**src/feir_consts.svh**
```systemverilog
// Offsets, field positions, reset values and timing counts of the fault response block
`ifndef FEIR_CONSTS_SVH
`define FEIR_CONSTS_SVH
`define FEIR_OFF_FLAGS 8'h00
`define FEIR_OFF_MASK 8'h04
`define FEIR_OFF_LIVE 8'h08
`define FEIR_OFF_CTRL 8'h0C
`define FEIR_OFF_DELAY 8'h10
`define FEIR_NFLAG 10
`define FEIR_B_IRQPIN 0
`define FEIR_B_MCURST 1
`define FEIR_B_SOCRST 2
`define FEIR_B_EMDET 3
`define FEIR_B_EMFAIL 4
`define FEIR_B_EMRST 5
`define FEIR_B_EXTCLK 6
`define FEIR_B_STPASS 7
`define FEIR_B_WDFAIL 8
`define FEIR_B_WDRST 9
`define FEIR_MASKABLE 10'h0FF
`define FEIR_MASK_RST 10'h000
`define FEIR_CTRL_RST 32'h0000_0000
`define FEIR_DELAY_RST 32'h0010_0010
`define FEIR_CLK_NS 8
`define FEIR_WARM_NS 1000
`define FEIR_WARM_CYC ((`FEIR_WARM_NS + `FEIR_CLK_NS - 1) / `FEIR_CLK_NS)
`define FEIR_SHUT_NS 2000
`define FEIR_SHUT_CYC ((`FEIR_SHUT_NS + `FEIR_CLK_NS - 1) / `FEIR_CLK_NS)
`endif

```
**src/feir_pkg.sv**
```systemverilog
// Types shared by the fault response block
package feir_pkg;
  typedef enum logic [2:0] {
    FEIR_ST_IDLE = 3'b001,
    FEIR_ST_SHUT = 3'b010,
    FEIR_ST_WARM = 3'b100
  } feir_state_e;

  typedef struct packed {
    logic [15:0] unused;
    logic [3:0] wdog_reset_limit;
    logic [3:0] wdog_fail_limit;
    logic [2:0] spare;
    logic wdog_reset_allow;
    logic fail_drops_drive;
    logic pwm_mode;
    logic [1:0] boot_target_state;
  } feir_ctrl_s;
endpackage

```
**src/feir_top.sv**
```systemverilog
// Fault and event response: flags, masks, pin readback, escalation and warm reset
`timescale 1ns/1ns
`default_nettype none
`include "feir_consts.svh"

// Notes on behaviour
// - Irq pin read low while released: orderly shutdown, gpio low, flag, restart.
// - Mcu reset pin read low while released: same shutdown, restart to boot target.
// - Soc reset pin mismatch only sets flag and live bit, maskable, no transition.
// - Write one clears readback, monitor, clock flags only once condition is gone.
// - Error monitor detect flag: low level, or pwm timing violation; maskable.
// - Fault beyond first delay sets fail flag, optionally drops drive enable.
// - Fault beyond both delays sets reset flag and requests a warm reset.
// - After warm reset the block returns to the operating state held before.
// - Missing or off-range external clock sets maskable flag and live bit.
// - Self-test pass sets a maskable flag cleared by writing one.
// - Watchdog count above fail limit sets unmaskable flag, drops drive enable.
// - Drive enable returns only after fail flag cleared and count no longer above limit.
// - Watchdog count above reset limit sets flag; warm reset only if allowed.
module feir_top #(
  parameter int CNT_W = 4
) (
  // Clock and reset
  input wire logic pclk,
  input wire logic presetn,
  // APB slave
  input wire logic psel,
  input wire logic penable,
  input wire logic pwrite,
  input wire logic [7:0] paddr,
  input wire logic [31:0] pwdata,
  output logic [31:0] prdata,
  output logic pready,
  output logic pslverr,
  // Pin readback and monitored pins, asynchronous
  input wire logic irq_pin_sense,
  input wire logic mcu_rst_sense,
  input wire logic soc_rst_sense,
  input wire logic err_signal_in,
  // Event sources on pclk
  input wire logic pwm_violation,
  input wire logic [15:0] pwm_err_count,
  input wire logic [15:0] err_count_limit,
  input wire logic ext_clock_bad,
  input wire logic selftest_pass,
  input wire logic [CNT_W-1:0] wdog_fail_count,
  input wire logic [1:0] op_state,
  // Pins driven
  output logic irq_out_n,
  output logic mcu_reset_out_n,
  output logic soc_reset_out_n,
  output logic drive_enable_out,
  // State machine requests
  output logic regulators_off,
  output logic gpio_low,
  output logic startup_req,
  output logic [1:0] boot_target_state,
  output logic err_mon_reset_req,
  output logic wdog_reset_req,
  output logic restore_req,
  output logic [1:0] restore_state
);

  ////////////////////////////////////////////////////////////////////////////
  // Readback only counts once the released level has had time to reach sync
  function automatic logic feir_rb(input logic [3:0] hist, input logic lvl);
    feir_rb = (&hist) & ~lvl;
  endfunction

  logic [3:0] sy1_r, sy2_r, sy3_r, filt_r;
  logic [3:0] irq_h_r, mcu_h_r, soc_h_r;
  feir_pkg::feir_state_e st_r, st_nxt;
  feir_pkg::feir_ctrl_s ctrl_r;
  logic [31:0] delay_r;
  logic [`FEIR_NFLAG-1:0] flags_r, flags_nxt, mask_r, ev, hold, w1c, pend;
  logic [16:0] esm_cnt_r;
  logic [15:0] tmr_r;
  logic [1:0] saved_r;
  logic irq_c_r, mcu_c_r, wdf_c_r, wdr_c_r, esr_c_r;
  logic irq_c, mcu_c, soc_c, esm_c, fail_c, rst_c, wdf_c, wdr_c;
  logic shut_go, warm_go, tmr_done, wr_en, rd_hit, hit;
  logic [31:0] rd_val;

  ////////////////////////////////////////////////////////////////////////////
  // Three-stage synchronisers; change counts once stages two and three agree
  always_ff @(posedge pclk or negedge presetn)
  begin
    if (!presetn)
    begin
      sy1_r <= 4'hF;
      sy2_r <= 4'hF;
      sy3_r <= 4'hF;
      filt_r <= 4'hF;
    end
    else
    begin
      sy1_r <= {err_signal_in, soc_rst_sense, mcu_rst_sense, irq_pin_sense};
      sy2_r <= sy1_r;
      sy3_r <= sy2_r;
      filt_r <= (sy2_r & sy3_r) | (filt_r & (sy2_r ^ sy3_r));
    end
  end

  ////////////////////////////////////////////////////////////////////////////
  // Conditions
  assign irq_c = feir_rb(irq_h_r, filt_r[0]);
  assign mcu_c = feir_rb(mcu_h_r, filt_r[1]);
  assign soc_c = feir_rb(soc_h_r, filt_r[2]);
  assign esm_c = ctrl_r.pwm_mode ? (pwm_err_count > err_count_limit) : ~filt_r[3];
  assign fail_c = esm_cnt_r > {1'b0, delay_r[15:0]};
  assign rst_c = esm_cnt_r > ({1'b0, delay_r[15:0]} + {1'b0, delay_r[31:16]});
  assign wdf_c = wdog_fail_count > ctrl_r.wdog_fail_limit;
  assign wdr_c = wdog_fail_count > ctrl_r.wdog_reset_limit;

  assign ev[`FEIR_B_IRQPIN] = irq_c;
  assign ev[`FEIR_B_MCURST] = mcu_c;
  assign ev[`FEIR_B_SOCRST] = soc_c;
  assign ev[`FEIR_B_EMDET] = ctrl_r.pwm_mode ? pwm_violation : ~filt_r[3];
  assign ev[`FEIR_B_EMFAIL] = fail_c;
  assign ev[`FEIR_B_EMRST] = rst_c & ~esr_c_r;
  assign ev[`FEIR_B_EXTCLK] = ext_clock_bad;
  assign ev[`FEIR_B_STPASS] = selftest_pass;
  assign ev[`FEIR_B_WDFAIL] = wdf_c & ~wdf_c_r;
  assign ev[`FEIR_B_WDRST] = wdr_c & ~wdr_c_r;

  // Flags that refuse a clear while their cause is still present
  assign hold = {3'b000, ext_clock_bad, rst_c, fail_c, esm_c, soc_c, mcu_c, irq_c};
  assign wr_en = psel & penable & pready & pwrite;
  assign w1c = (wr_en && paddr == `FEIR_OFF_FLAGS) ? pwdata[`FEIR_NFLAG-1:0] : '0;
  assign flags_nxt = ev | (flags_r & ~(w1c & ~hold));
  assign pend = flags_r & ~(mask_r & `FEIR_MASKABLE);

  ////////////////////////////////////////////////////////////////////////////
  // Shutdown and warm reset sequencer
  assign shut_go = (irq_c & ~irq_c_r) | (mcu_c & ~mcu_c_r);
  assign warm_go = ev[`FEIR_B_EMRST] | (ev[`FEIR_B_WDRST] & ctrl_r.wdog_reset_allow);
  assign tmr_done = tmr_r == 16'h0000;

  always_comb
  begin
    st_nxt = st_r;
    case (st_r)
      feir_pkg::FEIR_ST_IDLE:
        if (shut_go)
          st_nxt = feir_pkg::FEIR_ST_SHUT;
        else if (warm_go)
          st_nxt = feir_pkg::FEIR_ST_WARM;
      feir_pkg::FEIR_ST_SHUT:
        if (tmr_done)
          st_nxt = feir_pkg::FEIR_ST_IDLE;
      feir_pkg::FEIR_ST_WARM:
        if (tmr_done)
          st_nxt = feir_pkg::FEIR_ST_IDLE;
      default:
        st_nxt = feir_pkg::FEIR_ST_IDLE;
    endcase
  end

  always_ff @(posedge pclk or negedge presetn)
  begin
    if (!presetn)
    begin
      st_r <= feir_pkg::FEIR_ST_IDLE;
      tmr_r <= 16'h0000;
      saved_r <= 2'h0;
    end
    else
    begin
      st_r <= st_nxt;
      if (st_r == feir_pkg::FEIR_ST_IDLE && shut_go)
        tmr_r <= 16'(`FEIR_SHUT_CYC - 1);
      else if (st_r == feir_pkg::FEIR_ST_IDLE && warm_go)
        tmr_r <= 16'(`FEIR_WARM_CYC - 1);
      else if (!tmr_done)
        tmr_r <= tmr_r - 16'h0001;
      if (st_r == feir_pkg::FEIR_ST_IDLE && warm_go)
        saved_r <= op_state;
    end
  end

  ////////////////////////////////////////////////////////////////////////////
  // Flags, escalation counter and edge history
  always_ff @(posedge pclk or negedge presetn)
  begin
    if (!presetn)
    begin
      flags_r <= '0;
      esm_cnt_r <= 17'h00000;
      {irq_c_r, mcu_c_r, wdf_c_r, wdr_c_r, esr_c_r} <= 5'h00;
    end
    else
    begin
      flags_r <= flags_nxt;
      // Saturates so a long fault never wraps back below the limits
      if (!esm_c)
        esm_cnt_r <= 17'h00000;
      else if (!(&esm_cnt_r))
        esm_cnt_r <= esm_cnt_r + 17'h00001;
      {irq_c_r, mcu_c_r, wdf_c_r, wdr_c_r, esr_c_r} <= {irq_c, mcu_c, wdf_c, wdr_c, rst_c};
    end
  end

  ////////////////////////////////////////////////////////////////////////////
  // Pins and requests, all from flops
  always_ff @(posedge pclk or negedge presetn)
  begin
    if (!presetn)
    begin
      irq_out_n <= 1'b1;
      mcu_reset_out_n <= 1'b1;
      soc_reset_out_n <= 1'b1;
      drive_enable_out <= 1'b0;
      regulators_off <= 1'b0;
      gpio_low <= 1'b0;
      startup_req <= 1'b0;
      err_mon_reset_req <= 1'b0;
      wdog_reset_req <= 1'b0;
      restore_req <= 1'b0;
      restore_state <= 2'h0;
      irq_h_r <= 4'h0;
      mcu_h_r <= 4'h0;
      soc_h_r <= 4'h0;
    end
    else
    begin
      irq_out_n <= ~|pend;
      mcu_reset_out_n <= st_nxt == feir_pkg::FEIR_ST_IDLE;
      soc_reset_out_n <= st_nxt != feir_pkg::FEIR_ST_WARM;
      drive_enable_out <= st_nxt == feir_pkg::FEIR_ST_IDLE && !flags_r[`FEIR_B_WDFAIL]
        && !wdf_c && !(ctrl_r.fail_drops_drive && flags_r[`FEIR_B_EMFAIL]);
      regulators_off <= st_nxt == feir_pkg::FEIR_ST_SHUT;
      gpio_low <= st_nxt == feir_pkg::FEIR_ST_SHUT;
      startup_req <= st_r == feir_pkg::FEIR_ST_SHUT && tmr_done;
      err_mon_reset_req <= ev[`FEIR_B_EMRST];
      wdog_reset_req <= ev[`FEIR_B_WDRST] & ctrl_r.wdog_reset_allow;
      restore_req <= st_r == feir_pkg::FEIR_ST_WARM && tmr_done;
      restore_state <= saved_r;
      irq_h_r <= {irq_h_r[2:0], irq_out_n};
      mcu_h_r <= {mcu_h_r[2:0], mcu_reset_out_n};
      soc_h_r <= {soc_h_r[2:0], soc_reset_out_n};
    end
  end

  assign boot_target_state = ctrl_r.boot_target_state;

  ////////////////////////////////////////////////////////////////////////////
  // APB: no wait states, answer registered in the setup cycle
  assign hit = paddr == `FEIR_OFF_FLAGS || paddr == `FEIR_OFF_MASK || paddr == `FEIR_OFF_LIVE
    || paddr == `FEIR_OFF_CTRL || paddr == `FEIR_OFF_DELAY;
  assign rd_hit = psel & ~penable;
  assign rd_val =
    paddr == `FEIR_OFF_FLAGS ? {22'h0, flags_r & ~((st_r == feir_pkg::FEIR_ST_WARM) ?
      10'h220 : 10'h000)} :
    paddr == `FEIR_OFF_MASK ? {22'h0, mask_r & `FEIR_MASKABLE} :
    paddr == `FEIR_OFF_LIVE ? {23'h0, st_r, fail_c, esm_c, ext_clock_bad, soc_c, mcu_c, irq_c} :
    paddr == `FEIR_OFF_CTRL ? ctrl_r :
    paddr == `FEIR_OFF_DELAY ? delay_r : 32'h0000_0000;

  always_ff @(posedge pclk or negedge presetn)
  begin
    if (!presetn)
    begin
      pready <= 1'b0;
      prdata <= 32'h0000_0000;
      pslverr <= 1'b0;
      mask_r <= `FEIR_MASK_RST;
      ctrl_r <= `FEIR_CTRL_RST;
      delay_r <= `FEIR_DELAY_RST;
    end
    else
    begin
      pready <= rd_hit;
      pslverr <= rd_hit & ~hit;
      prdata <= (rd_hit && !pwrite) ? rd_val : 32'h0000_0000;
      if (wr_en && paddr == `FEIR_OFF_MASK)
        mask_r <= pwdata[`FEIR_NFLAG-1:0] & `FEIR_MASKABLE;
      if (wr_en && paddr == `FEIR_OFF_CTRL)
        ctrl_r <= {16'h0000, pwdata[15:0]};
      if (wr_en && paddr == `FEIR_OFF_DELAY)
        delay_r <= pwdata;
    end
  end
endmodule
`default_nettype wire

```
**config.mk**
```make
export PLATFORM = sky130hd
export DESIGN_NAME = feir_top
export DESIGN_NICKNAME = d
export VERILOG_FILES = /design/src/feir_pkg.sv /design/src/feir_top.sv
export VERILOG_INCLUDE_DIRS = /design/src /design/src/src
export SDC_FILE = /design/constraint.sdc
export NUM_CORES = 1
export LEC_CHECK = 0
export BUFFER_PORTS_ARGS = -buffer_cell sky130_fd_sc_hd__buf_2
export CAP_MARGIN = 20
export CORE_MARGIN = 4
export CORE_UTILIZATION = 47
export DETAILED_ROUTE_END_ITERATION = 12
export MAX_ROUTING_LAYER = met4
export PLACE_DENSITY = 0.75
export RECOVER_POWER = 100
export SKIP_LAST_GASP = 1
export SLEW_MARGIN = 20
export SYNTH_ARGS = -nofsm -noshare
export SYNTH_HDL_FRONTEND = slang
export SYNTH_SLANG_ARGS = --single-unit
```
**constraint.sdc**
```tcl
create_clock -name pclk -period 6.6 [get_ports pclk]
set_input_delay 0.66 -clock pclk [delete_from_list [all_inputs] [get_ports pclk]]
set_output_delay 0.66 -clock pclk [all_outputs]
set_load 0.05 [all_outputs]
```
==> run summary, run 1 <==
hold crit path type: input port to register
Pre-antenna DRT Iters: 5
global-route usage over all layers: 21.60%
Net Count, Synth: 1030
drt initial violations: 609
status: finished with violations
failing checks: max-capacitance violations, max-slew violations
Critical Path, Cell by Cell: clkbuf_1 > nor4_4 > nor4b_1 > and2_0 > nand2_2 > mux2_1
Initial Utilization: 48.06%
P&R area growth vs syn: 14.09%
non-filler instance count after layout: 1271
YS warnings: 0
asr flop ratio synth: 100.0%
switching portion of total power: 30.53%
setup repair bufs after CTS: 0
Vias: 6946
Root Buffer Master: clkbuf_16
Rel. slew slack: -128.2%
Int Pwr: 1908 uW
CTS Buf Count: 17
largest net degree at the start of global routing: 65
Crit Path Category: input port to register
Worst Path Buf+Inv: 1
Final Slew Violations: 201
final wirelength: 22670 um
drt via density: 5.465
gr ovfl total: 0
synthesized area: 9385 um2
Setup Viol. Count Final: 0
power share of the clock group: 37.1%
Nets: 1164
Die ar.: 22290 um2
final hold vios: 0
Max IR drop VDD: 174.6 uV
CORE AREA: 19530 um2
CP arrival: 5240 ps
skew final: 8.257 ps
fillers: 1727
metal3 WL: 1505 um
post-cts gate resize count: 0
CTS HTree Levels: 4
leading cell type in the layout, fill and taps excluded: dfrtp_1
most frequent cells in the layout: dfrtp_1 (160), buf_2 (86), ha_1 (80)
Crit Path Max Fanout: 32
RePlAce Congestion: 0.9358
io pins: 138
setup TNS: 0 ps
vias in the first global route: 6922
CP max stage cell: and2_0
sequential power share: 46.2%
combinational power share: 16.6%
layout cells sized above 1: 15.71%
RSZ-0062 raised after global routing: false
hold buffers post-CTS: 0
Post-Route M1 WL: 10500 um
sequential area share after synthesis: 48.82%
Die Wd: 149.3 um
die height: 149.3 um
initial antenna violation count: 0
Synth cell types: 75
CTS tree: done
Worst Setup Start Kind: input port
clock buffer depth: 2
final worst-path cycle share: 74.71%
clk slew on worst S/H paths: 70 ps
Power Density: 256.5 nW/um2
Worst Setup End Kind: register
Post-Place Cells: 1239
Worst path max stage delay: 1490 ps
fin crit period: 4931 ps
Slew @ Worst Pin: 3423 ps
DRT antenna net count: 0
Top Layer Used: met4
first-pass GRT wire length: 36380 um
WP data required: 6910 ps
EDFF count, synth: 0
dpl hpwl: 17050 um
MaxCap Viol Count: 5
DRC violations left: 0
clk sinks: 182
Post-Syn Instances: 859
Avg WL per Cell: 17.84 um
met2 wire len: 10150 um
Diodes inserted: 0
family with the most delay on the worst path: simple AND/OR/NAND/NOR gates
row count: 51
fmax: 202.8 MHz
LEAKAGE: 0.005247 uW
ys flop type: dfrtp_1
port bufs: 137
Worst-Skew Late Latency: 440 ps
syn avg cell area: 10.93 um2
Synth Register Bits: 182
Psw: 838.5 uW
cells by family after synthesis:
kind of cell / synth area share (%)
AOI/OAI and AO/OA: 11.39
xor gates and xnor gates: 3.546
adders and majority gates: 10.88
buffers and inverters: 4.266
DFF: 48.82
muxes: 6.879
and+or+nand+nor: 14.22
synth_stat cells (10+ instances only):
master,instances,area (um2)
and3_1,21,131.4
ha_1,80,1001
dfrtp_1,160,4004
xnor2_1,22,192.7
nor3_1,14,70.07
mux2_1,30,337.8
mux2_2,14,157.7
inv_1,62,232.7
xor2_1,16,140.1
a21oi_1,41,205.2
a21o_1,22,165.2
nand2b_1,17,106.4
dfstp_2,22,578.1
nand2_1,59,221.5
nor2_1,67,251.5
nand3_1,15,75.07
o21ai_0,29,145.1
nand4_1,10,62.56
layout make-up:
| type | instances | area [um2] | share of cell area [%] |
|---|---|---|---|
| clock buffers | 19 | 432.9 | 4.043 |
| clock inverters | 13 | 161.4 | 1.507 |
| inverters | 62 | 232.7 | 2.173 |
| multi-input cells | 590 | 4328 | 40.42 |
| flip-flops and latches | 182 | 4582 | 42.79 |
| well taps | 265 | 331.6 | 3.097 |
| repair buffers | 140 | 639.4 | 5.971 |
power groups by stage:
stage | combinational, uW | clock, uW | sequential [uW]
final | 457 | 1020 | 1270
after global routing | 507 | 1090 | 1280
after CTS | 472 | 1030 | 1270
after detailed placement | 468 | 0 | 1290
after global placement | 460 | 0 | 1290
after floorplan | 270 | 0 | 1330
metrics by stage:
step / area, um2 / power [uW] / hold WS (ps) / utilization (%) / setup WS [ps]
after floorplan: 9385 / 1601 / 345.2 / - / 2842
after global placement: 10270 / 1745 / 346.1 / 52.58 / 2111
after detailed placement: 10270 / 1757 / 347.2 / 52.58 / 2049
after CTS: 10860 / 2772 / 218.4 / 55.63 / 2034
after global routing: 10710 / 2873 / 292.6 / 54.84 / 1351
final: 10710 / 2747 / 312.7 / 54.84 / 1669
worst paths after layout:
check	from	endpoint	slack (ps)	depth (start not counted)
max in group asynchronous	presetn	wdr_c_r	2370	2
min in group asynchronous	presetn	irq_h_r[2]	1370	1
worst min register to register	sy1_r[0]	sy2_r[0]	360	0
worst max register to register	delay_r[4]	tmr_r[11]	1990	14
worst max-delay path	paddr[1]	delay_r[26]	1670	6
worst min-delay path	mcu_rst_sense	sy1_r[1]	310	1
state kept, by name, summed over array words and instances, names as in the netlist, 8 cells and up:
signal     count
prdata        32
delay_r       32
esm_cnt_r     17
ctrl_r        14
mask_r         8
flags_r       10
tmr_r         16
layer usage:
layer  vias up  global-route usage (%)
met5         -                       -
met2       255                   32.54
met1      3345                   29.70
met4         0                   6.865
li1       3304                       -
met3        42                   4.284
(Power assumes the default switching activity.)
==> run 2, diff against run 1 <==
PLACE_DENSITY = 0.77   (was 0.75)
clock period = 3.95 ns   (was 6.6 ns; I/O delays follow)
==> run 2 against run 1 <==
Net effect: the run still ends with max-capacitance violations, max-slew violations left; cell area increased by 3.2%; clock power increased by 57%; die area unchanged; critical path depth increased by 11; total power increased by 67%; sequential power increased by 68%; core utilization increased by 1.7 points; critical endpoint is now tmr_r[3]; largest cell class unchanged; highest routed layer unchanged.
==> run summary, run 2 (synthesis gave the netlist of run 1 again) <==
Die Wd: 149.3 um
largest net degree at the start of global routing: 101
Register-to-Register Path Depth: 17
largest registers: delay_r (32), prdata (32), esm_cnt_r (17)
drt initial violations: 511
gr ovfl total: 0
fin crit period: 3910 ps
non-filler instance count after layout: 1305
drt via density: 5.583
RSZ-0062 raised after global routing: true
Pwr Total: 4576 uW
fmax: 255.7 MHz
switching portion of total power: 30.54%
Setup Viol. Count Final: 0
Die ar.: 22290 um2
LEAKAGE: 0.005405 uW
critical path startpoint: delay_r[0]
clock buffer depth: 2
global-route usage over all layers: 22.04%
Worst-Skew Late Latency: 440 ps
MaxCap Viol Count: 3
power share of the clock group: 34.9%
DRC violations left: 0
skew final: 10.21 ps
RePlAce Congestion: 0.8979
Nets: 1197
WP data required: 4260 ps
dpl hpwl: 17540 um
row count: 51
CTS HTree Levels: 4
combinational power share: 18.5%
layout cells sized above 1: 20.69%
initial antenna violation count: 1
sequential power share: 46.6%
status: finished with violations
Int Pwr: 3178 uW
CTS Buf Count: 17
Max IR drop VDD: 243.4 uV
die height: 149.3 um
Final Slew Violations: 128
P&R area growth vs syn: 17.73%
Slew @ Worst Pin: 2356 ps
vias in the first global route: 7161
Worst Setup End Kind: register
hold crit path type: input port to register
Avg WL per Cell: 18.32 um
Initial Utilization: 48.06%
hold buffers post-CTS: 0
Worst Setup Start Kind: register
port bufs: 137
final worst-path cycle share: 98.99%
Crit Path Category: register to register
critical path endpoint: tmr_r[3]
final wirelength: 23910 um
Critical R2R Launch: delay_r[0]
io pins: 138
Post-Place Cells: 1265
leading cell type in the layout, fill and taps excluded: dfrtp_1
setup TNS: 0 ps
clk slew on worst S/H paths: 70 ps
Rel. slew slack: -57.06%
Crit Path Max Fanout: 3
Vias: 7286
fillers: 1690
R2R Path End: tmr_r[3]
Psw: 1397 uW
final hold vios: 0
Root Buffer Master: clkbuf_16
first-pass GRT wire length: 37360 um
CTS tree: done
R2R setup slack: 40 ps
DRT antenna net count: 0
CORE AREA: 19530 um2
clk sinks: 182
fin util: 56.59%
Power Density: 414.1 nW/um2
CP arrival: 4220 ps
failing checks: max-capacitance violations, max-slew violations
most frequent cells in the layout: dfrtp_1 (160), buf_2 (86), ha_1 (75)
Pre-antenna DRT Iters: 5
==> run 2: changes by cell type in the layout (fill, tap and decap cells not counted), moves of 3 or more <==
| cell | change |
|---|---|
| a21oi_2 | +9 |
| o21ai_2 | +4 |
| a21oi_1 | -10 |
| o21ai_0 | -5 |
| ha_4 | +3 |
| buf_4 | +28 |
| ha_1 | -5 |
| inv_8 | -3 |
==> run 2: final cells by class <==
class | instances | area, um2 | area share [%]
Clock inverter | 11 | 88.84 | 0.8040
Multi-Input combinational cell | 590 | 4473 | 40.48
Tap cell | 265 | 331.6 | 3.001
Sequential cell | 182 | 4582 | 41.47
Inverter | 62 | 232.7 | 2.106
Timing Repair Buffer | 173 | 878.3 | 7.949
Antenna cell | 1 | 2.502 | 0.02265
Clock buffer | 21 | 460.4 | 4.167
==> run 2: worst min path at each step <==
stage                             start                   end  slack [ps]  cells past startpoint
after global placement         sy1_r[2]              sy2_r[2]         350                      0
after global routing      err_signal_in              sy1_r[3]          40                      1
final                     err_signal_in              sy1_r[3]          50                      1
after CTS                 err_signal_in              sy1_r[3]          30                      1
after floorplan                 presetn  boot_target_state[0]         100                      0
after detailed placement       sy1_r[1]              sy2_r[1]         350                      0
==> run 2: timing repair <==
action | 4_1_cts | 5_1_grt
pin swaps | 7 | 19
resized for setup | 10 | 22
endpoints found under the setup margin | 19 | 25
setup buffers | 2 | 5
gates cloned | 0 | 0
==> run 2: routing by layer <==
metal	track usage (%)	up-vias	wire length, um
met1	29.30	3551	10380
met5	-	-	0
met2	34.46	320	11190
met3	4.771	42	1916
li1	-	3373	-
met4	6.178	0	418
==> run 2: worst max-delay path: stages (launching register included) <==
cell      delay [ps]
dfrtp_1          400
ha_2             200
fa_2             340
a21o_1           180
a21oi_2          210
o21ai_2          120
nand3_2          110
a21oi_2           80
a41o_1           240
xnor2_2          150
ha_1             310
nand4_1          110
buf_4            180
nor4_2           320
nand2_1          120
nand3b_1         230
a21oi_2          120
or3b_1           380
==> run 2: power by group through the flow <==
stage               combinational (uW)  clock [uW]  sequential (uW)
detailed placement                 826           0             2160
global route                       920        1710             2140
floorplan                          451           0             2220
global placement                   796           0             2150
finish                             846        1600             2130
CTS                                851        1630             2130
==> run 2: metrics by stage <==
| stage | instance area, um2 | setup slack [ps] | hold WS [ps] |
|---|---|---|---|
| 5_1_grt | 11050 | -84.51 | 35.56 |
| 2_1_floorplan | 9385 | 191.9 | 99.41 |
| 3_5_place_dp | 10470 | -196.3 | 349.4 |
| 4_1_cts | 11080 | 1.893 | 32.35 |
| 3_3_place_gp | 10470 | -90.90 | 345.9 |
| 6_report | 11050 | 39.87 | 51.01 |
==> run 3, diff against run 2 <==
CORE_UTILIZATION = 50   (was 47)
PLACE_DENSITY = 0.81   (was 0.77)
REMOVE_ABC_BUFFERS = 1   (was default)
==> run 3 against run 2 <==
Net effect: the flow still finishes with violations (max-capacitance violations, max-slew violations); clock power grew 8%; total power grew 2.5%; register-to-register slack gained 70 ps; hold slack lost 11 ps; sequential cell count is the same; highest routed layer unchanged; largest power group unchanged; first-iteration DRC count grew 11%.
==> run summary, run 3 (synthesis gave the netlist of run 1 again) <==
largest registers: delay_r (32), prdata (32), esm_cnt_r (17)
initial antenna violation count: 0
critical path startpoint: paddr[3]
Worst Setup Start Kind: input port
drt via density: 5.695
Psw: 1445 uW
final worst-path cycle share: 97.27%
largest net degree at the start of global routing: 81
Die Wd: 145.0 um
drt initial violations: 568
MaxCap Viol Count: 4
Critical Path, Cell by Cell: clkbuf_1 > nor4_4 > nor4b_1 > and2_2 > clkbuf_2 > a22oi_1 > a2111oi_0
final setup margin: 107.7 ps
non-filler instance count after layout: 1261
Register-to-Register Path Depth: 16
Max IR drop VDD: 289.7 uV
Hold Path Depth: 1
Worst-Skew Late Latency: 440 ps
vias in the first global route: 7391
layout cells sized above 1: 19.19%
Initial Utilization: 51.54%
fmax: 260.3 MHz
final wirelength: 22990 um
Nets: 1190
Pwr Total: 4691 uW
combinational power share: 17.9%
gr ovfl total: 0
skew final: 14.23 ps
Setup Viol. Count Final: 0
CTS Buf Count: 17
leading cell type in the layout, fill and taps excluded: dfrtp_1
first-pass GRT wire length: 37600 um
R2R setup slack: 110 ps
critical path endpoint: prdata[5]
failing checks: max-capacitance violations, max-slew violations
row count: 49
RSZ-0062 raised after global routing: true
power share of the clock group: 37.0%
P&R area growth vs syn: 16.81%
clock buffer depth: 2
Crit Path Category: input port to register
Rel. slew slack: -36.20%
CTS HTree Levels: 4
port bufs: 137
status: finished with violations
hold_sp: irq_pin_sense
Power Density: 427.9 nW/um2
Worst path max stage delay: 1220 ps
setup TNS: 0 ps
R2R Path End: tmr_r[3]
Pre-antenna DRT Iters: 5
most frequent cells in the layout: dfrtp_1 (158), buf_2 (86), ha_1 (77)
Worst Setup End Kind: register
RePlAce Congestion: 0.9218
CORE AREA: 18210 um2
Final Instance Area: 10960 um2
global-route usage over all layers: 22.95%
CP max stage cell: nor4b_1
Critical R2R Launch: delay_r[1]
dpl cell area: 10370 um2
Diodes inserted: 0
final hold vios: 0
sequential power share: 45.1%
Avg WL per Cell: 18.23 um
fin crit period: 3842 ps
Post-Place Cells: 1223
Root Buffer Master: clkbuf_16
CTS tree: done
LEAKAGE: 0.005371 uW
hold crit path type: input port to register
clk slew on worst S/H paths: 80 ps
WP data required: 4210 ps
Die ar.: 21030 um2
switching portion of total power: 30.81%
Slew @ Worst Pin: 2027 ps
dpl hpwl: 16660 um
DRT antenna net count: 0
io pins: 138
clk sinks: 182
pre-CTS WS: -168.0 ps
CP arrival: 4100 ps
DRC violations left: 0
Int Pwr: 3246 uW
die height: 145.0 um
Vias: 7181
Crit Path Max Fanout: 31
Final Slew Violations: 123
[run 3: changes by cell type in the layout (fill, tap and decap cells not counted), moves of 3 or more]
cell,before,now
buf_4,29,18
a21oi_1,32,38
a21oi_2,9,3
clkinv_8,0,4
clkbuf_1,55,58
clkinv_4,3,0
[run 3: how the worst min path moves through the flow]
stage / slack, ps / end
after global placement: 350 / sy2_r[0]
after floorplan: 100 / boot_target_state[0]
after CTS: 20 / sy1_r[3]
final: 40 / sy1_r[0]
after global routing: 30 / sy1_r[0]
after detailed placement: 350 / sy2_r[0]
[run 3: final cells by class]
| cell class | count | area, um2 |
|---|---|---|
| clock buffers | 17 | 425.4 |
| clock inverters | 15 | 181.4 |
| fillers | 1475 | 7246 |
| inverters | 62 | 232.7 |
| multi-input cells | 590 | 4438 |
| flip-flops and latches | 182 | 4584 |
| well taps | 229 | 286.5 |
| repair buffers | 166 | 814.5 |
[run 3: what timing repair did]
action	4_1_cts	5_1_grt
setup buffers	1	4
endpoints found under the setup margin	12	24
hold endpoints to repair	4	0
hold buffers	1	0
pin swaps	4	15
gates resized for setup	7	18
[run 3: metal layers]
metal	share of wire, %	track usage, %
met1	46	31.51
met2	46	34.32
met3	6.8	5.145
met5	0	-
met4	1.9	7.316
[run 3: power by group through the flow]
stage,combinational [uW],sequential [uW],clock (uW)
after floorplan,412,2240,0
after global placement,788,2140,0
after detailed placement,807,2150,0
after CTS,834,2120,1760
after global routing,925,2130,1840
final,840,2120,1730
[run 3: through the flow]
step                util [%]  hold slack (ps)
floorplan                  -            99.41
global placement       56.94            346.0
detailed placement     56.94            347.5
CTS                    60.54            22.69
global route           60.21            26.77
finish                 60.21            40.00
[run 3: worst max-delay path, delay by kind of cell]
family / cells / cell delay, ps
AND/OR/NAND/NOR: 3 / 2060
AO/OA/AOI/OAI: 2 / 820
buffers and inverters: 2 / 800
